[src/core/ivm_pkg.sv]
// Shared constants, types and source layout of the interrupt vector map
package ivm_pkg;

   // Vector area spans the top of the 64K space, two bytes per slot
   localparam logic [15:0] VEC_BASE   = 16'hffcc;  // Lowest slot, even byte
   localparam logic [15:0] VEC_TOP    = 16'hffff;  // Last byte of reset slot
   localparam int          SLOT_NUM   = 26;        // Two-byte slots in the area
   localparam int          SLOT_W     = 5;         // Width of a slot index
   localparam int          SRC_NUM    = 26;        // Interrupt sources, no reset
   localparam logic [4:0]  SLOT_RESET = 5'h19;     // Topmost slot
   localparam logic [4:0]  SLOT_SWI   = 5'h18;     // Slot under the reset slot

   // Variant selection codes
   localparam logic VARIANT_FIRST  = 1'b0;         // Layout with network ports
   localparam logic VARIANT_SECOND = 1'b1;         // Layout with byte data link

   // Values after reset
   localparam logic        RESET_PEND_INIT = 1'b1; // Reset vector owed at start
   localparam logic [15:0] ADDR_INIT       = 16'h0000;
   localparam logic [4:0]  SLOT_INIT       = 5'h00;

   // Source identities; the value is the bit position in the pending word
   typedef enum logic [4:0] {
      SRC_TA_CH0  = 5'h00, SRC_TA_CH1  = 5'h01, SRC_TA_CH2  = 5'h02,
      SRC_TA_CH3  = 5'h03, SRC_TA_CH4  = 5'h04, SRC_TA_CH5  = 5'h05,
      SRC_TA_OVF  = 5'h06, SRC_TB_CH0  = 5'h07, SRC_TB_CH1  = 5'h08,
      SRC_TB_OVF  = 5'h09, SRC_CONV    = 5'h0a, SRC_KEYB    = 5'h0b,
      SRC_AS_TX   = 5'h0c, SRC_AS_RX   = 5'h0d, SRC_AS_ERR  = 5'h0e,
      SRC_CAN_TX  = 5'h0f, SRC_CAN_RX  = 5'h10, SRC_CAN_ERR = 5'h11,
      SRC_CAN_WK  = 5'h12, SRC_SS_TX   = 5'h13, SRC_SS_RX   = 5'h14,
      SRC_PIT     = 5'h15, SRC_BDL     = 5'h16, SRC_CLKSYN  = 5'h17,
      SRC_EXTPIN  = 5'h18, SRC_SWI     = 5'h19, SRC_RESET   = 5'h1a,
      SRC_NONE    = 5'h1b
   } ivm_src_t;

   // Pending requests; field order puts each source at its enum bit
   typedef struct packed {
      logic software_interrupt;
      logic external_interrupt_pin;
      logic clock_synth;
      logic byte_data_link;
      logic periodic_interrupt_timer;
      logic sync_serial_rx;
      logic sync_serial_tx;
      logic can_wakeup;
      logic can_error;
      logic can_rx;
      logic can_tx;
      logic async_serial_port_error;
      logic async_serial_port_rx;
      logic async_serial_port_tx;
      logic keyboard;
      logic converter;
      logic timer_b_overflow;
      logic timer_b_ch1;
      logic timer_b_ch0;
      logic timer_a_overflow;
      logic timer_a_ch5;
      logic timer_a_ch4;
      logic timer_a_ch3;
      logic timer_a_ch2;
      logic timer_a_ch1;
      logic timer_a_ch0;
   } ivm_pend_t;

   // Main sequencer states, Gray along idle-resolve-fetch-finish
   typedef enum logic [1:0] {
      ST_IDLE    = 2'h0,
      ST_RESOLVE = 2'h1,
      ST_FETCH   = 2'h3,
      ST_FINISH  = 2'h2
   } ivm_state_t;

   // Byte fetch states, Gray along idle-high-low
   typedef enum logic [1:0] {
      FS_IDLE = 2'h0,
      FS_HIGH = 2'h1,
      FS_LOW  = 2'h3
   } ivm_fstate_t;

endpackage

[src/core/ivm_prio_enc.sv]
// Fixed-priority encoder: the highest set bit wins
`timescale 1ns/1ps
`default_nettype none
module ivm_prio_enc #(
   parameter int W  = 26,
   parameter int IW = 5
) (
   input  wire logic [W-1:0]  req,
   output logic      [IW-1:0] idx,
   output logic               any
);

   // Scan upward so a later (higher) bit overrides a lower one
   always_comb begin
      idx = '0;
      any = 1'b0;
      for (int i = 0; i < W; i++) begin
         if (req[i]) begin
            idx = IW'(i);
            any = 1'b1;
         end
      end
   end

endmodule
`default_nettype wire

[src/core/ivm_fetch_seq.sv]
// Two-beat sequencer presenting the high then the low vector byte address
`timescale 1ns/1ps
`default_nettype none
module ivm_fetch_seq (
   input  wire logic        clk,
   input  wire logic        rst,
   input  wire logic        start,
   input  wire logic [15:0] base_addr,
   input  wire logic        byte_ready,
   output logic             byte_valid,
   output logic             byte_low,
   output logic      [15:0] byte_addr,
   output logic             done
);

   ivm_pkg::ivm_fstate_t st_q;        // Beat state
   ivm_pkg::ivm_fstate_t st_d;        // Next beat state
   logic          [15:0] addr_q;      // Byte address on offer
   logic          [15:0] addr_d;      // Next byte address

   // Handshake outputs follow the state
   assign byte_valid = (st_q != ivm_pkg::FS_IDLE);
   assign byte_low   = (st_q == ivm_pkg::FS_LOW);
   assign done       = (st_q == ivm_pkg::FS_LOW) && byte_ready;
   assign byte_addr  = addr_q;

   // Next state: high byte at the even address first, then the odd one
   always_comb begin
      st_d   = st_q;
      addr_d = addr_q;
      unique case (st_q)
         ivm_pkg::FS_IDLE: begin
            if (start) begin
               st_d   = ivm_pkg::FS_HIGH;
               addr_d = {base_addr[15:1], 1'b0};
            end
         end
         ivm_pkg::FS_HIGH: begin
            if (byte_ready) begin
               st_d   = ivm_pkg::FS_LOW;
               addr_d = {addr_q[15:1], 1'b1};
            end
         end
         ivm_pkg::FS_LOW: begin
            if (byte_ready) begin
               st_d = ivm_pkg::FS_IDLE;
            end
         end
         // Unused code falls back to idle
         default: begin
            st_d = ivm_pkg::FS_IDLE;
         end
      endcase
   end

   // State and address registers
   always_ff @(posedge clk or posedge rst) begin
      if (rst) begin
         st_q   <= ivm_pkg::FS_IDLE;
         addr_q <= ivm_pkg::ADDR_INIT;
      end else begin
         st_q   <= st_d;
         addr_q <= addr_d;
      end
   end

endmodule
`default_nettype wire

[src/core/interrupt_vector_map.sv]
// Interrupt vector address generator with fixed priority and two layouts
`timescale 1ns/1ps
`default_nettype none
module interrupt_vector_map #(
   parameter int SLOTS  = ivm_pkg::SLOT_NUM,
   parameter int SLOT_W = ivm_pkg::SLOT_W
) (
   input  wire logic                 clk,
   input  wire logic                 rst,
   input  wire logic                 variant_sel,
   input  wire ivm_pkg::ivm_pend_t   src_pend,
   input  wire logic                 irq_masked,
   input  wire logic                 reset_req,
   input  wire logic                 vec_req,
   input  wire logic                 byte_ready,
   output logic                      busy,
   output logic                      vec_done,
   output logic                      vec_none,
   output logic               [15:0] vec_addr,
   output ivm_pkg::ivm_src_t         vec_src,
   output logic                      byte_valid,
   output logic                      byte_low,
   output logic               [15:0] byte_addr
);

   // Source held by a slot in a layout; reserved slots give no source
   function automatic ivm_pkg::ivm_src_t slot_src(
      input logic       second,
      input logic [4:0] slot
   );
      ivm_pkg::ivm_src_t r;
      r = ivm_pkg::SRC_NONE;
      case (slot)
         // Bottom of the area: reserved in the second layout
         5'h00: r = second ? ivm_pkg::SRC_NONE   : ivm_pkg::SRC_TA_CH5;
         5'h01: r = second ? ivm_pkg::SRC_NONE   : ivm_pkg::SRC_TA_CH4;
         5'h02: r = second ? ivm_pkg::SRC_NONE   : ivm_pkg::SRC_CONV;
         // Keyboard is shared by both layouts
         5'h03: r = ivm_pkg::SRC_KEYB;
         // Three slots over the keyboard, reserved in the second layout
         5'h04: r = second ? ivm_pkg::SRC_NONE   : ivm_pkg::SRC_AS_TX;
         5'h05: r = second ? ivm_pkg::SRC_NONE   : ivm_pkg::SRC_AS_RX;
         5'h06: r = second ? ivm_pkg::SRC_NONE   : ivm_pkg::SRC_AS_ERR;
         // Middle band: network controller, sync serial and timer B, or second-layout peripherals
         5'h07: r = second ? ivm_pkg::SRC_PIT    : ivm_pkg::SRC_CAN_TX;
         5'h08: r = second ? ivm_pkg::SRC_BDL    : ivm_pkg::SRC_CAN_RX;
         5'h09: r = second ? ivm_pkg::SRC_CONV   : ivm_pkg::SRC_CAN_ERR;
         5'h0a: r = second ? ivm_pkg::SRC_AS_TX  : ivm_pkg::SRC_CAN_WK;
         5'h0b: r = second ? ivm_pkg::SRC_AS_RX  : ivm_pkg::SRC_SS_TX;
         5'h0c: r = second ? ivm_pkg::SRC_AS_ERR : ivm_pkg::SRC_SS_RX;
         5'h0d: r = second ? ivm_pkg::SRC_SS_TX  : ivm_pkg::SRC_TB_OVF;
         5'h0e: r = second ? ivm_pkg::SRC_SS_RX  : ivm_pkg::SRC_TB_CH1;
         5'h0f: r = second ? ivm_pkg::SRC_TA_OVF : ivm_pkg::SRC_TB_CH0;
         // Timer A band; the first layout puts PIT in its top slot
         5'h10: r = second ? ivm_pkg::SRC_TA_CH5 : ivm_pkg::SRC_TA_OVF;
         5'h11: r = second ? ivm_pkg::SRC_TA_CH4 : ivm_pkg::SRC_TA_CH3;
         5'h12: r = second ? ivm_pkg::SRC_TA_CH3 : ivm_pkg::SRC_TA_CH2;
         5'h13: r = second ? ivm_pkg::SRC_TA_CH2 : ivm_pkg::SRC_TA_CH1;
         5'h14: r = second ? ivm_pkg::SRC_TA_CH1 : ivm_pkg::SRC_TA_CH0;
         5'h15: r = second ? ivm_pkg::SRC_TA_CH0 : ivm_pkg::SRC_PIT;
         // Shared top four slots
         5'h16: r = ivm_pkg::SRC_CLKSYN;
         5'h17: r = ivm_pkg::SRC_EXTPIN;
         5'h18: r = ivm_pkg::SRC_SWI;
         5'h19: r = ivm_pkg::SRC_RESET;
         // Indices past the area hold nothing
         default: r = ivm_pkg::SRC_NONE;
      endcase
      return r;
   endfunction

   // Even address of a slot in the vector area
   function automatic logic [15:0] slot_addr(input logic [4:0] slot);
      return ivm_pkg::VEC_BASE + {10'h000, slot, 1'b0};
   endfunction

   localparam int SSRC_TOP = ivm_pkg::SRC_NUM;  // Bit of the reset request

   ivm_pkg::ivm_state_t   st_q;          // Sequencer state
   ivm_pkg::ivm_state_t   st_d;          // Next sequencer state
   logic                  variant_q;     // Captured layout select
   logic                  strap_done_q;  // Layout select has been caught
   logic                  reset_pend_q;  // Reset vector still owed
   logic                  reset_pend_d;  // Next reset-owed flag
   logic     [SLOT_W-1:0] slot_q;        // Winning slot of this request
   logic                  none_q;        // Nothing was pending at the request
   logic           [15:0] addr_q;        // Answered vector address
   ivm_pkg::ivm_src_t     src_q;         // Answered source
   logic  [SSRC_TOP:0]    eff_pend;      // Pending after masking, reset on top
   logic      [SLOTS-1:0] slot_act;      // Slot has a live request
   logic     [SLOT_W-1:0] win_slot;      // Highest live slot now
   logic                  win_any;       // Some slot is live now
   logic                  take_req;      // Request accepted this edge
   logic                  fetch_start;   // Launch the two byte beats
   logic                  fetch_done;    // Low byte taken
   logic           [15:0] fetch_base;    // Address handed to the sequencer

   // Masked sources drop out; the software vector ignores the mask
   assign eff_pend[ivm_pkg::SRC_NUM-1:0] =
      irq_masked ? (src_pend & ivm_pkg::ivm_pend_t'({1'b1, 25'h0}))
                 : src_pend;
   assign eff_pend[SSRC_TOP] = reset_pend_q;

   // Per-slot live flag under the captured layout
   generate
      for (genvar s = 0; s < SLOTS; s++) begin : g_slot
         ivm_pkg::ivm_src_t sid;              // Source in this slot
         assign sid = slot_src(variant_q, 5'(s));
         // A reserved slot maps to no source and stays dead
         assign slot_act[s] = (sid != ivm_pkg::SRC_NONE) && eff_pend[sid];
      end
   endgenerate

   // Highest slot wins; reset owns the top slot so it overrides all
   ivm_prio_enc #(
      .W  (SLOTS),
      .IW (SLOT_W)
   ) u_prio (
      .req (slot_act),
      .idx (win_slot),
      .any (win_any)
   );

   // A request is taken only when idle and the layout is known
   assign take_req    = vec_req && (st_q == ivm_pkg::ST_IDLE) && strap_done_q;
   assign fetch_start = (st_q == ivm_pkg::ST_RESOLVE);
   assign fetch_base  = addr_q;

   // Byte beats toward the core
   ivm_fetch_seq u_fetch (
      .clk        (clk),
      .rst        (rst),
      .start      (fetch_start),
      .base_addr  (fetch_base),
      .byte_ready (byte_ready),
      .byte_valid (byte_valid),
      .byte_low   (byte_low),
      .byte_addr  (byte_addr),
      .done       (fetch_done)
   );

   // Sequencer: resolve, fetch two bytes, report
   always_comb begin
      st_d = st_q;
      unique case (st_q)
         ivm_pkg::ST_IDLE: begin
            // With nothing pending the answer comes at once
            if (take_req) begin
               st_d = win_any ? ivm_pkg::ST_RESOLVE : ivm_pkg::ST_FINISH;
            end
         end
         ivm_pkg::ST_RESOLVE: begin
            st_d = ivm_pkg::ST_FETCH;
         end
         ivm_pkg::ST_FETCH: begin
            if (fetch_done) begin
               st_d = ivm_pkg::ST_FINISH;
            end
         end
         ivm_pkg::ST_FINISH: begin
            st_d = ivm_pkg::ST_IDLE;
         end
      endcase
   end

   // Reset owed: a new request wins over the clear after serving it
   always_comb begin
      reset_pend_d = reset_pend_q;
      if ((st_q == ivm_pkg::ST_FINISH) && !none_q &&
          (slot_q == ivm_pkg::SLOT_RESET)) begin
         reset_pend_d = 1'b0;
      end
      if (reset_req) begin
         reset_pend_d = 1'b1;
      end
   end

   // State and reset-owed flag
   always_ff @(posedge clk or posedge rst) begin
      if (rst) begin
         st_q         <= ivm_pkg::ST_IDLE;
         reset_pend_q <= ivm_pkg::RESET_PEND_INIT;
      end else begin
         st_q         <= st_d;
         reset_pend_q <= reset_pend_d;
      end
   end

   // Layout select is caught once, on the first edge after release
   always_ff @(posedge clk or posedge rst) begin
      if (rst) begin
         variant_q    <= ivm_pkg::VARIANT_FIRST;
         strap_done_q <= 1'b0;
      end else if (!strap_done_q) begin
         variant_q    <= variant_sel;
         strap_done_q <= 1'b1;
      end
   end

   // Winner is frozen on the accepting edge
   always_ff @(posedge clk or posedge rst) begin
      if (rst) begin
         slot_q <= ivm_pkg::SLOT_INIT;
         none_q <= 1'b0;
      end else if (take_req) begin
         slot_q <= win_slot;
         none_q <= !win_any;
      end
   end

   // Address and source of the frozen winner
   always_ff @(posedge clk or posedge rst) begin
      if (rst) begin
         addr_q <= ivm_pkg::ADDR_INIT;
         src_q  <= ivm_pkg::SRC_NONE;
      end else if (take_req) begin
         addr_q <= win_any ? slot_addr(win_slot) : ivm_pkg::ADDR_INIT;
         src_q  <= win_any ? slot_src(variant_q, win_slot) : ivm_pkg::SRC_NONE;
      end
   end

   // Status toward the core
   assign busy     = (st_q != ivm_pkg::ST_IDLE) || !strap_done_q;
   assign vec_done = (st_q == ivm_pkg::ST_FINISH);
   assign vec_none = none_q;
   assign vec_addr = addr_q;
   assign vec_src  = src_q;

endmodule
`default_nettype wire

[config.mk]
export PLATFORM = sky130hd
export DESIGN_NAME = interrupt_vector_map
export DESIGN_NICKNAME = d
export VERILOG_FILES = /design/src/core/ivm_pkg.sv /design/src/core/ivm_prio_enc.sv /design/src/core/ivm_fetch_seq.sv /design/src/core/interrupt_vector_map.sv
export SDC_FILE = /design/constraint.sdc
export NUM_CORES = 1
export LEC_CHECK = 0
export ABC_AREA = 1
export BUFFER_PORTS_ARGS = -buffer_cell sky130_fd_sc_hd__buf_2
export CORE_UTILIZATION = 49
export CTS_BUF_LIST = sky130_fd_sc_hd__clkbuf_4 sky130_fd_sc_hd__clkbuf_8
export DETAILED_ROUTE_END_ITERATION = 8
export PLACE_DENSITY_LB_ADDON = 0.15
export SYNTH_ARGS = -nofsm -noshare
export SYNTH_HDL_FRONTEND = slang
export SYNTH_SLANG_ARGS = --single-unit
[constraint.sdc]
create_clock -name clk -period 2.55 [get_ports clk]
set_input_delay 0.51 -clock clk [delete_from_list [all_inputs] [get_ports clk]]
set_output_delay 0.51 -clock clk [all_outputs]
set_load 0.1 [all_outputs]
* Word-level counts from Yosys, hierarchy flattened *
Cells that the tools add are included.

operators by class
  $lt $le $gt $ge = 21
  equality and inequality tests = 57
  bitwise gates (word level) = 1
  add/sub/neg operators = 1
  multiplexer cells = 131
  reduce and logical (&&, ||, !) cells = 41

operators by type and width
  cell                                                number
  one-hot mux 5 bit (26 select lines)                 1
  < comparator 5 x 6 -> 1 bit, second input constant  21
  two-way mux 5 bit                                   25
  binary-select mux 1 bit (select 5 bit)              21
  inequality test 5 bit, second input constant        21
  == test 5 bit, second input constant                11
  two-way mux 1 bit                                   54
  == test 5 x 4 -> 1 bit, second input constant       8
  two-way mux 16 bit                                  2
  two-way mux 4 bit                                   8
  one-hot mux 16 bit (2 select lines)                 1
  logical AND 1 bit                                   26
  two-way mux 25 bit                                  1
  == test 5 x 3 -> 1 bit, second input constant       4
  two-way mux 2 bit                                   10
  two-way mux 3 bit                                   6
  == test 5 x 2 -> 1 bit, second input constant       2
  inequality test 2 bit, second input constant        5
  AND reduction 3 bit                                 3
  adder 7 x 7 -> 8 bit, first input constant          1
  one-hot mux 2 bit (4 select lines)                  1
  nonzero test 2 bit                                  4
  == test 2 bit, second input constant                3
  one-hot mux 2 bit (3 select lines)                  1
  8 further kinds                                     12

storage, ports and cells
  register bits after elaboration = 50
  word-level logic and storage cells = 263

* Logic depth before layout (Yosys ltp) *
  depth after elaboration = 33
  mapped depth = 35
  gate-level depth less buffers = 33

* Cells and area by module *
A second synthesis with hierarchy kept.

unflattened totals
  cells, all modules = 456
  area, all modules = 2982.9 um^2

by module, submodules not included
  module                cells each  area each (um^2)  times used  sequential area each (um^2)
  interrupt_vector_map  290         1895.6            1           581.8
  ivm_fetch_seq         84          748.2             1           450.4
  ivm_prio_enc          82          339.1             1           0.0

* Least setup slack after synthesis *
OpenSTA, ideal clock, no wires.

  path type = input port to flip-flop
  start point = input port irq_masked
  end point = register src_q[0] (netlist: vec_src[0])
  slack = 0.019 ns
  required time = 2.474 ns
  arrival time = 2.455 ns
  buffers on the path = 1
  stages = 33
  path through = nor2_2 -> buf_6 -> nand2_2 -> nand2_1 -> nand2_1 -> nand2_1 -> nand2_1 -> nand2_1 -> nand2_1 -> nand2_1 -> nand2_1 -> nand2_1 -> nand2_1 -> nand2_1 -> nand2_1 -> nand2_1 -> nand2_1 -> nand2_1 -> nand2_1 -> nand2_1 -> nand2_1 -> nand2_2 -> nand2_4 -> nand2_8 -> nand2_8 -> nand3_4 -> nand2_2 -> nor2_1 -> nand2_1 -> nor2_1 -> nand3_1 -> nand2_1 -> nand2_1

between the ends
  cells in the longest elaborated chain, start to end = 32
  elaborated cells between the ends (all ways) = 143

RTL lines
  element                                      line                         source
  from (decl)                                  interrupt_vector_map.sv:12   input wire logic irq_masked,
  two-way mux 25 bit (*)                       interrupt_vector_map.sv:100  irq_masked ? (src_pend & ivm_pkg::ivm_pend_t'({1'b1, 25'h0}))
  binary-select mux 1 bit (select 5 bit)       interrupt_vector_map.sv:110  assign slot_act[s] = (sid != ivm_pkg::SRC_NONE) && eff_pend[sid];
  two-way mux 1 bit (not written as such)      interrupt_vector_map.sv:110
  logical AND 1 bit                            interrupt_vector_map.sv:110
  two-way mux 1 bit                            ivm_prio_enc.sv:18           if (req[i]) begin
  two-way mux 2 bit (2 in series)              ivm_prio_enc.sv:18
  two-way mux 3 bit (4 in series)              ivm_prio_enc.sv:18
  two-way mux 4 bit (8 in series)              ivm_prio_enc.sv:18
  two-way mux 5 bit (10 in series)             ivm_prio_enc.sv:18
  == test 5 bit, or another cell as far along  interrupt_vector_map.sv:33   case (slot)
  one-hot mux 5 bit (26 select lines)          interrupt_vector_map.sv:33
  two-way mux 5 bit (*)                        interrupt_vector_map.sv:218  src_q <= win_any ? slot_src(variant_q, win_slot) : ivm_pkg::SRC_NONE;
  to (signal assigned)                         interrupt_vector_map.sv:215  src_q <= ivm_pkg::SRC_NONE;
  to (signal assigned)                         interrupt_vector_map.sv:218
  to (decl)                                    interrupt_vector_map.sv:88   ivm_pkg::ivm_src_t src_q;

Mark *: on every way between the ends. The rest lies on a longest branch, timed or not. The select of a mux whose other input is x is not followed.
A chain may end at the register's enable or synchronous reset.

* Final worst setup path *
  start point = register variant_q
  end point = register src_q[2] (netlist: vec_src[2])

between the ends
  cells in the longest elaborated chain, start to end = 32
  elaborated cells between the ends (all ways) = 184

RTL lines
  element                                      line                         source
  from (decl)                                  interrupt_vector_map.sv:81   logic variant_q;
  from (signal assigned)                       interrupt_vector_map.sv:192  variant_q <= ivm_pkg::VARIANT_FIRST;
  from (signal assigned)                       interrupt_vector_map.sv:195  variant_q <= variant_sel;
  two-way mux 5 bit                            interrupt_vector_map.sv:36   5'h01: r = second ? ivm_pkg::SRC_NONE : ivm_pkg::SRC_TA_CH4;
  binary-select mux 1 bit (select 5 bit)       interrupt_vector_map.sv:110
  two-way mux 1 bit (not written as such)      interrupt_vector_map.sv:110
  logical AND 1 bit                            interrupt_vector_map.sv:110
  two-way mux 1 bit                            ivm_prio_enc.sv:18
  two-way mux 2 bit (2 in series)              ivm_prio_enc.sv:18
  two-way mux 3 bit (4 in series)              ivm_prio_enc.sv:18
  two-way mux 4 bit (8 in series)              ivm_prio_enc.sv:18
  two-way mux 5 bit (10 in series)             ivm_prio_enc.sv:18
  == test 5 bit, or another cell as far along  interrupt_vector_map.sv:33
  one-hot mux 5 bit (26 select lines)          interrupt_vector_map.sv:33
  two-way mux 5 bit (*)                        interrupt_vector_map.sv:218

Marked as above.

==> metrics.md <==
| Metric | Value |
|---|---|
| Synth area leader | `dfrtp_1` |
| 1st-pass router iterations | `5` |
| Critical Path RT | `around 2.8 ns` |
| # diodes | `0` |
| Final Hold Viols | `0` |
| DP Cell Count | `575` |
| Flop pwr share | `19.7%` |
| Initial antenna violation count | `0` |
| Total leakage power | `2.020 nW` |
| Post-DRT Antenna Nets | `0` |
| Syn_area_per_cell | `6.631 um2` |
| Detailed Route Iter0 Violations | `164` |
| Worst slack at placement | `-0.4815 ns` |
| Kind of cell adding the most delay to the critical path | `simple AND/OR/NAND/NOR gates` |
| Hold Path Class | `primary input to asynchronous set/reset pin` |
| Max-cap violations | `0` |
| Number of hold buffers added after CTS | `0` |
| CORE AREA | `5140 um2` |
| Combinational Power Share | `71.7%` |
| Setup TNS | `-1.006 ns` |
| WL per Instance | `12.14 um` |
| Critical Path AT | `about 3.0 ns` |
| Clk buf depth | `2` |
| Num rows | `26` |
| Die area | `5669 um2` |
| Primary FF master, synth | `dfrtp_1` |
| Crit. End Element | `flip-flop` |
| Clock root buffer | `clkbuf_8` |
| First-pass GRT wire length | `about 11 mm` |
| Ranking of synthesized cells by area | `dfrtp_1, nand2_1, inv_1` |
| Power, Total | `4.561 mW` |
| Maximum fanout along the worst path | `6` |
| FILL cells | `461` |
| Cell with the most instances after synthesis | `nand2_1` |
| Sw Ratio | `68.03%` |
| Vias in the first global route | `around 2.6k` |
| CP max stage delay | `around 0.43 ns` |
| Final core occ | `71.37%` |
| #FFs+latches synth | `33` |
| NetSw | `3.103 mW` |
| Most common cell on crit path | `nand2_1` |
| DRC | `0` |
| Syn Inst Count | `397` |
| CP startpoint kind | `flip-flop` |
| Commonest cells post-synth | `nand2_1, inv_1, nor2_1` |
| Post-DP Area | `3377 um2` |
| PortBufs | `73` |
| Overall die height | `75.30 um` |
| Yosys top cell area share | `26.62%` |
| Violated checks | `negative setup slack` |
| Final setup violation count | `6` |
| WHS | `0.3083 ns` |
| Finished Cell Area | `3669 um2` |
| Clock slew at reported path FFs | `0.07 ns` |
| Sequential share of the synthesized area | `31.61%` |
| Unique masters post-synth | `36` |
| Minimum clock period | `2.811 ns` |
| Initial Utilization | `51.22%` |
| Via count | `2980` |
| Cell Area, Synth | `between 2000 and 3000 um2` |
| Syn_nets | `431` |
| Int Power | `1.458 mW` |
| Pins Over Slew Limit | `0` |
| RSZ-0062 raised after global routing | `true` |
| Ordered list of cells on the worst path | `nor2_4, buf_12, buf_4, buf_4, a22oi_2, nand2_1, nor2_2, nand2_1, nand2_1, nand3_1, nand2_2, inv_2, nor2_4, inv_2, nor2_2, inv_2, nor2_4, nand3_2, buf_4, o211ai_1, nand2_1, nand4_1, nand2_1, nand2_1` |
| WL final | `7.198 mm` |
| Layout cells sized above 1 | `40.73%` |
| Max Freq | `about 360 MHz` |
| Gpl congestion | `0.9410` |
| Largest net degree at the start of global routing | `34` |
| Fin crit share | `110.2%` |
| Buf+Inv Stages, Crit Path | `7` |
| Vias per inst | `5.025` |
| Peak VDD IR | `0.001265 V` |
| Final worst slack | `-0.2607 ns` |
| Clk sinks | `33` |
| Ys async rst share | `100.0%` |
| CTS tree | `built` |
| Grt ovf | `0` |
| Nets | `556` |
| Clock group share of total power | `approximately 8.6%` |
| Number of synthesized flops with an enable pin | `0` |
| Area Growth Syn to Fin | `39.35%` |
| PwrDens | `1243 nW/um2` |
| Status | `complete, but fails checks` |
| I/O Pins | `75` |
| Fin cells | `593` |
| Slowest-stage cell, CP | `dfrtp_2` |
| Hpwl dp | `5.630 mm` |
| TritonCTS Buffers | `5` |
| GRT Resource Usage Total | `26.54%` |
| Crit Path Class | `flip-flop to flip-flop` |
| H-tree depth | `2` |
| Clk Latency, worst-skew pair | `between 0.2 and 0.3 ns` |
| Worst Clk Skew | `roughly 0.0075 ns` |
| Die width | `75.30 um` |
| Synth warnings | `0` |
logic make-up after synthesis:
group                    share of synthesized area (%)
other                                           0.2853
XOR/XNOR                                        0.3328
AND/OR/NAND/NOR                                  38.93
buffers and inverters                            16.11
adder cells (fa/ha/maj)                         0.4752
AO/OA/AOI/OAI                                    12.26
flip-flops                                       31.61
worst register-to-register path: cells and delay by family (launching register included):
family                 cells  cell delay [ns]
AOI/OAI and AO/OA          2             0.26
buffers and inverters      7             0.71
and+or+nand+nor           15             1.35
DFF                        1             0.43
routing by layer:
layer  vias up  track usage (%)  wire length, um
met1      1356            35.54             3200
met3        14            3.439              395
met4         0            8.025              131
met2       109            44.84             3469
li1       1501                -                -
met5         -                0                0
state kept, by name (all words and copies together), names as in the netlist:
| name | count |
|---|---|
| u_fetch.byte_addr | 8 |
| vec_addr | 7 |
| slot_q | 5 |
| vec_src | 5 |
| st_q | 2 |
| u_fetch.st_q | 2 |
| reset_pend_q | 1 |
| strap_done_q | 1 |
| variant_q | 1 |
| vec_none | 1 |
worst paths after layout:
kind,from,endpoint,slack (ns),cells after the start
setup / recovery,variant_q$_DFFE_PP0N_,vec_src[2]$_DFFE_PP0P_,-0.26,24
setup reg to reg,variant_q$_DFFE_PP0N_,vec_src[2]$_DFFE_PP0P_,-0.26,24
hold reg to reg,vec_src[1]$_DFFE_PP1P_,vec_src[1]$_DFFE_PP1P_,0.47,2
min in group clk,reset_req,reset_pend_q$_DFFE_PP1P_,0.43,2
max in group asynchronous,rst,vec_src[0]$_DFFE_PP1P_,1.92,3
hold / removal,rst,slot_q[4]$_DFFE_PP0P_,0.31,3
repair_timing:
item | CTS | global route
buffers inserted | 3 | 7
pin swaps | 1 | 14
resized for setup | 13 | 33
setup endpoints to repair | 7 | 14
placed cells by master, fill, tap and decap left out, types with 2 or more instances in the layout:
| cell | synthesis | routed |
|---|---|---|
| nand2_1 | 102 | 98 |
| buf_2 | 3 | 73 |
| buf_4 | 17 | 63 |
| inv_1 | 54 | 53 |
| nor2_1 | 46 | 39 |
| dfrtp_1 | 28 | 27 |
| o21ai_0 | 26 | 19 |
| nand4_1 | 17 | 17 |
| nand3_1 | 21 | 16 |
| nor2_2 | 8 | 13 |
| a21oi_1 | 15 | 11 |
| o22ai_1 | 9 | 9 |
| o21ai_1 | 2 | 9 |
| inv_2 | 8 | 7 |
| nand3_2 | 2 | 7 |
| nand2_2 | 4 | 7 |
| buf_6 | 3 | 6 |
| clkbuf_8 | 0 | 5 |
| dfstp_2 | 5 | 5 |
| nor2_4 | 2 | 4 |
| a21oi_2 | 0 | 4 |
| nand2_4 | 2 | 3 |
| a22oi_2 | 1 | 2 |
| inv_4 | 0 | 2 |
| nor3_1 | 2 | 2 |
| nand3b_1 | 2 | 2 |
| nand2_8 | 2 | 2 |
| nand3_4 | 2 | 2 |
| conb_1 | 2 | 2 |
| clkbuf_4 | 1 | 2 |
| buf_12 | 0 | 2 |
power groups by stage:
stage,Combinational [mW],Sequential [mW],Clock (mW)
floorplan,1.81,2.00,0
global placement,3.21,0.895,0
detailed placement,3.23,0.905,0
CTS,3.25,0.898,0.394
global route,3.43,0.936,0.422
finish,3.27,0.897,0.393
area by class of cell:
class / instances / area, um2 / share of cell area (%)
flip-flops and latches: 33 / 833.3 / 22.71
well taps: 70 / 87.58 / 2.387
repair buffers: 144 / 945.9 / 25.78
clock inverters: 1 / 5.005 / 0.1364
inverters: 62 / 237.7 / 6.480
clock buffers: 7 / 83.83 / 2.285
multi-input cells: 276 / 1475 / 40.21
No activity file was read; power rests on OpenSTA's default activity.
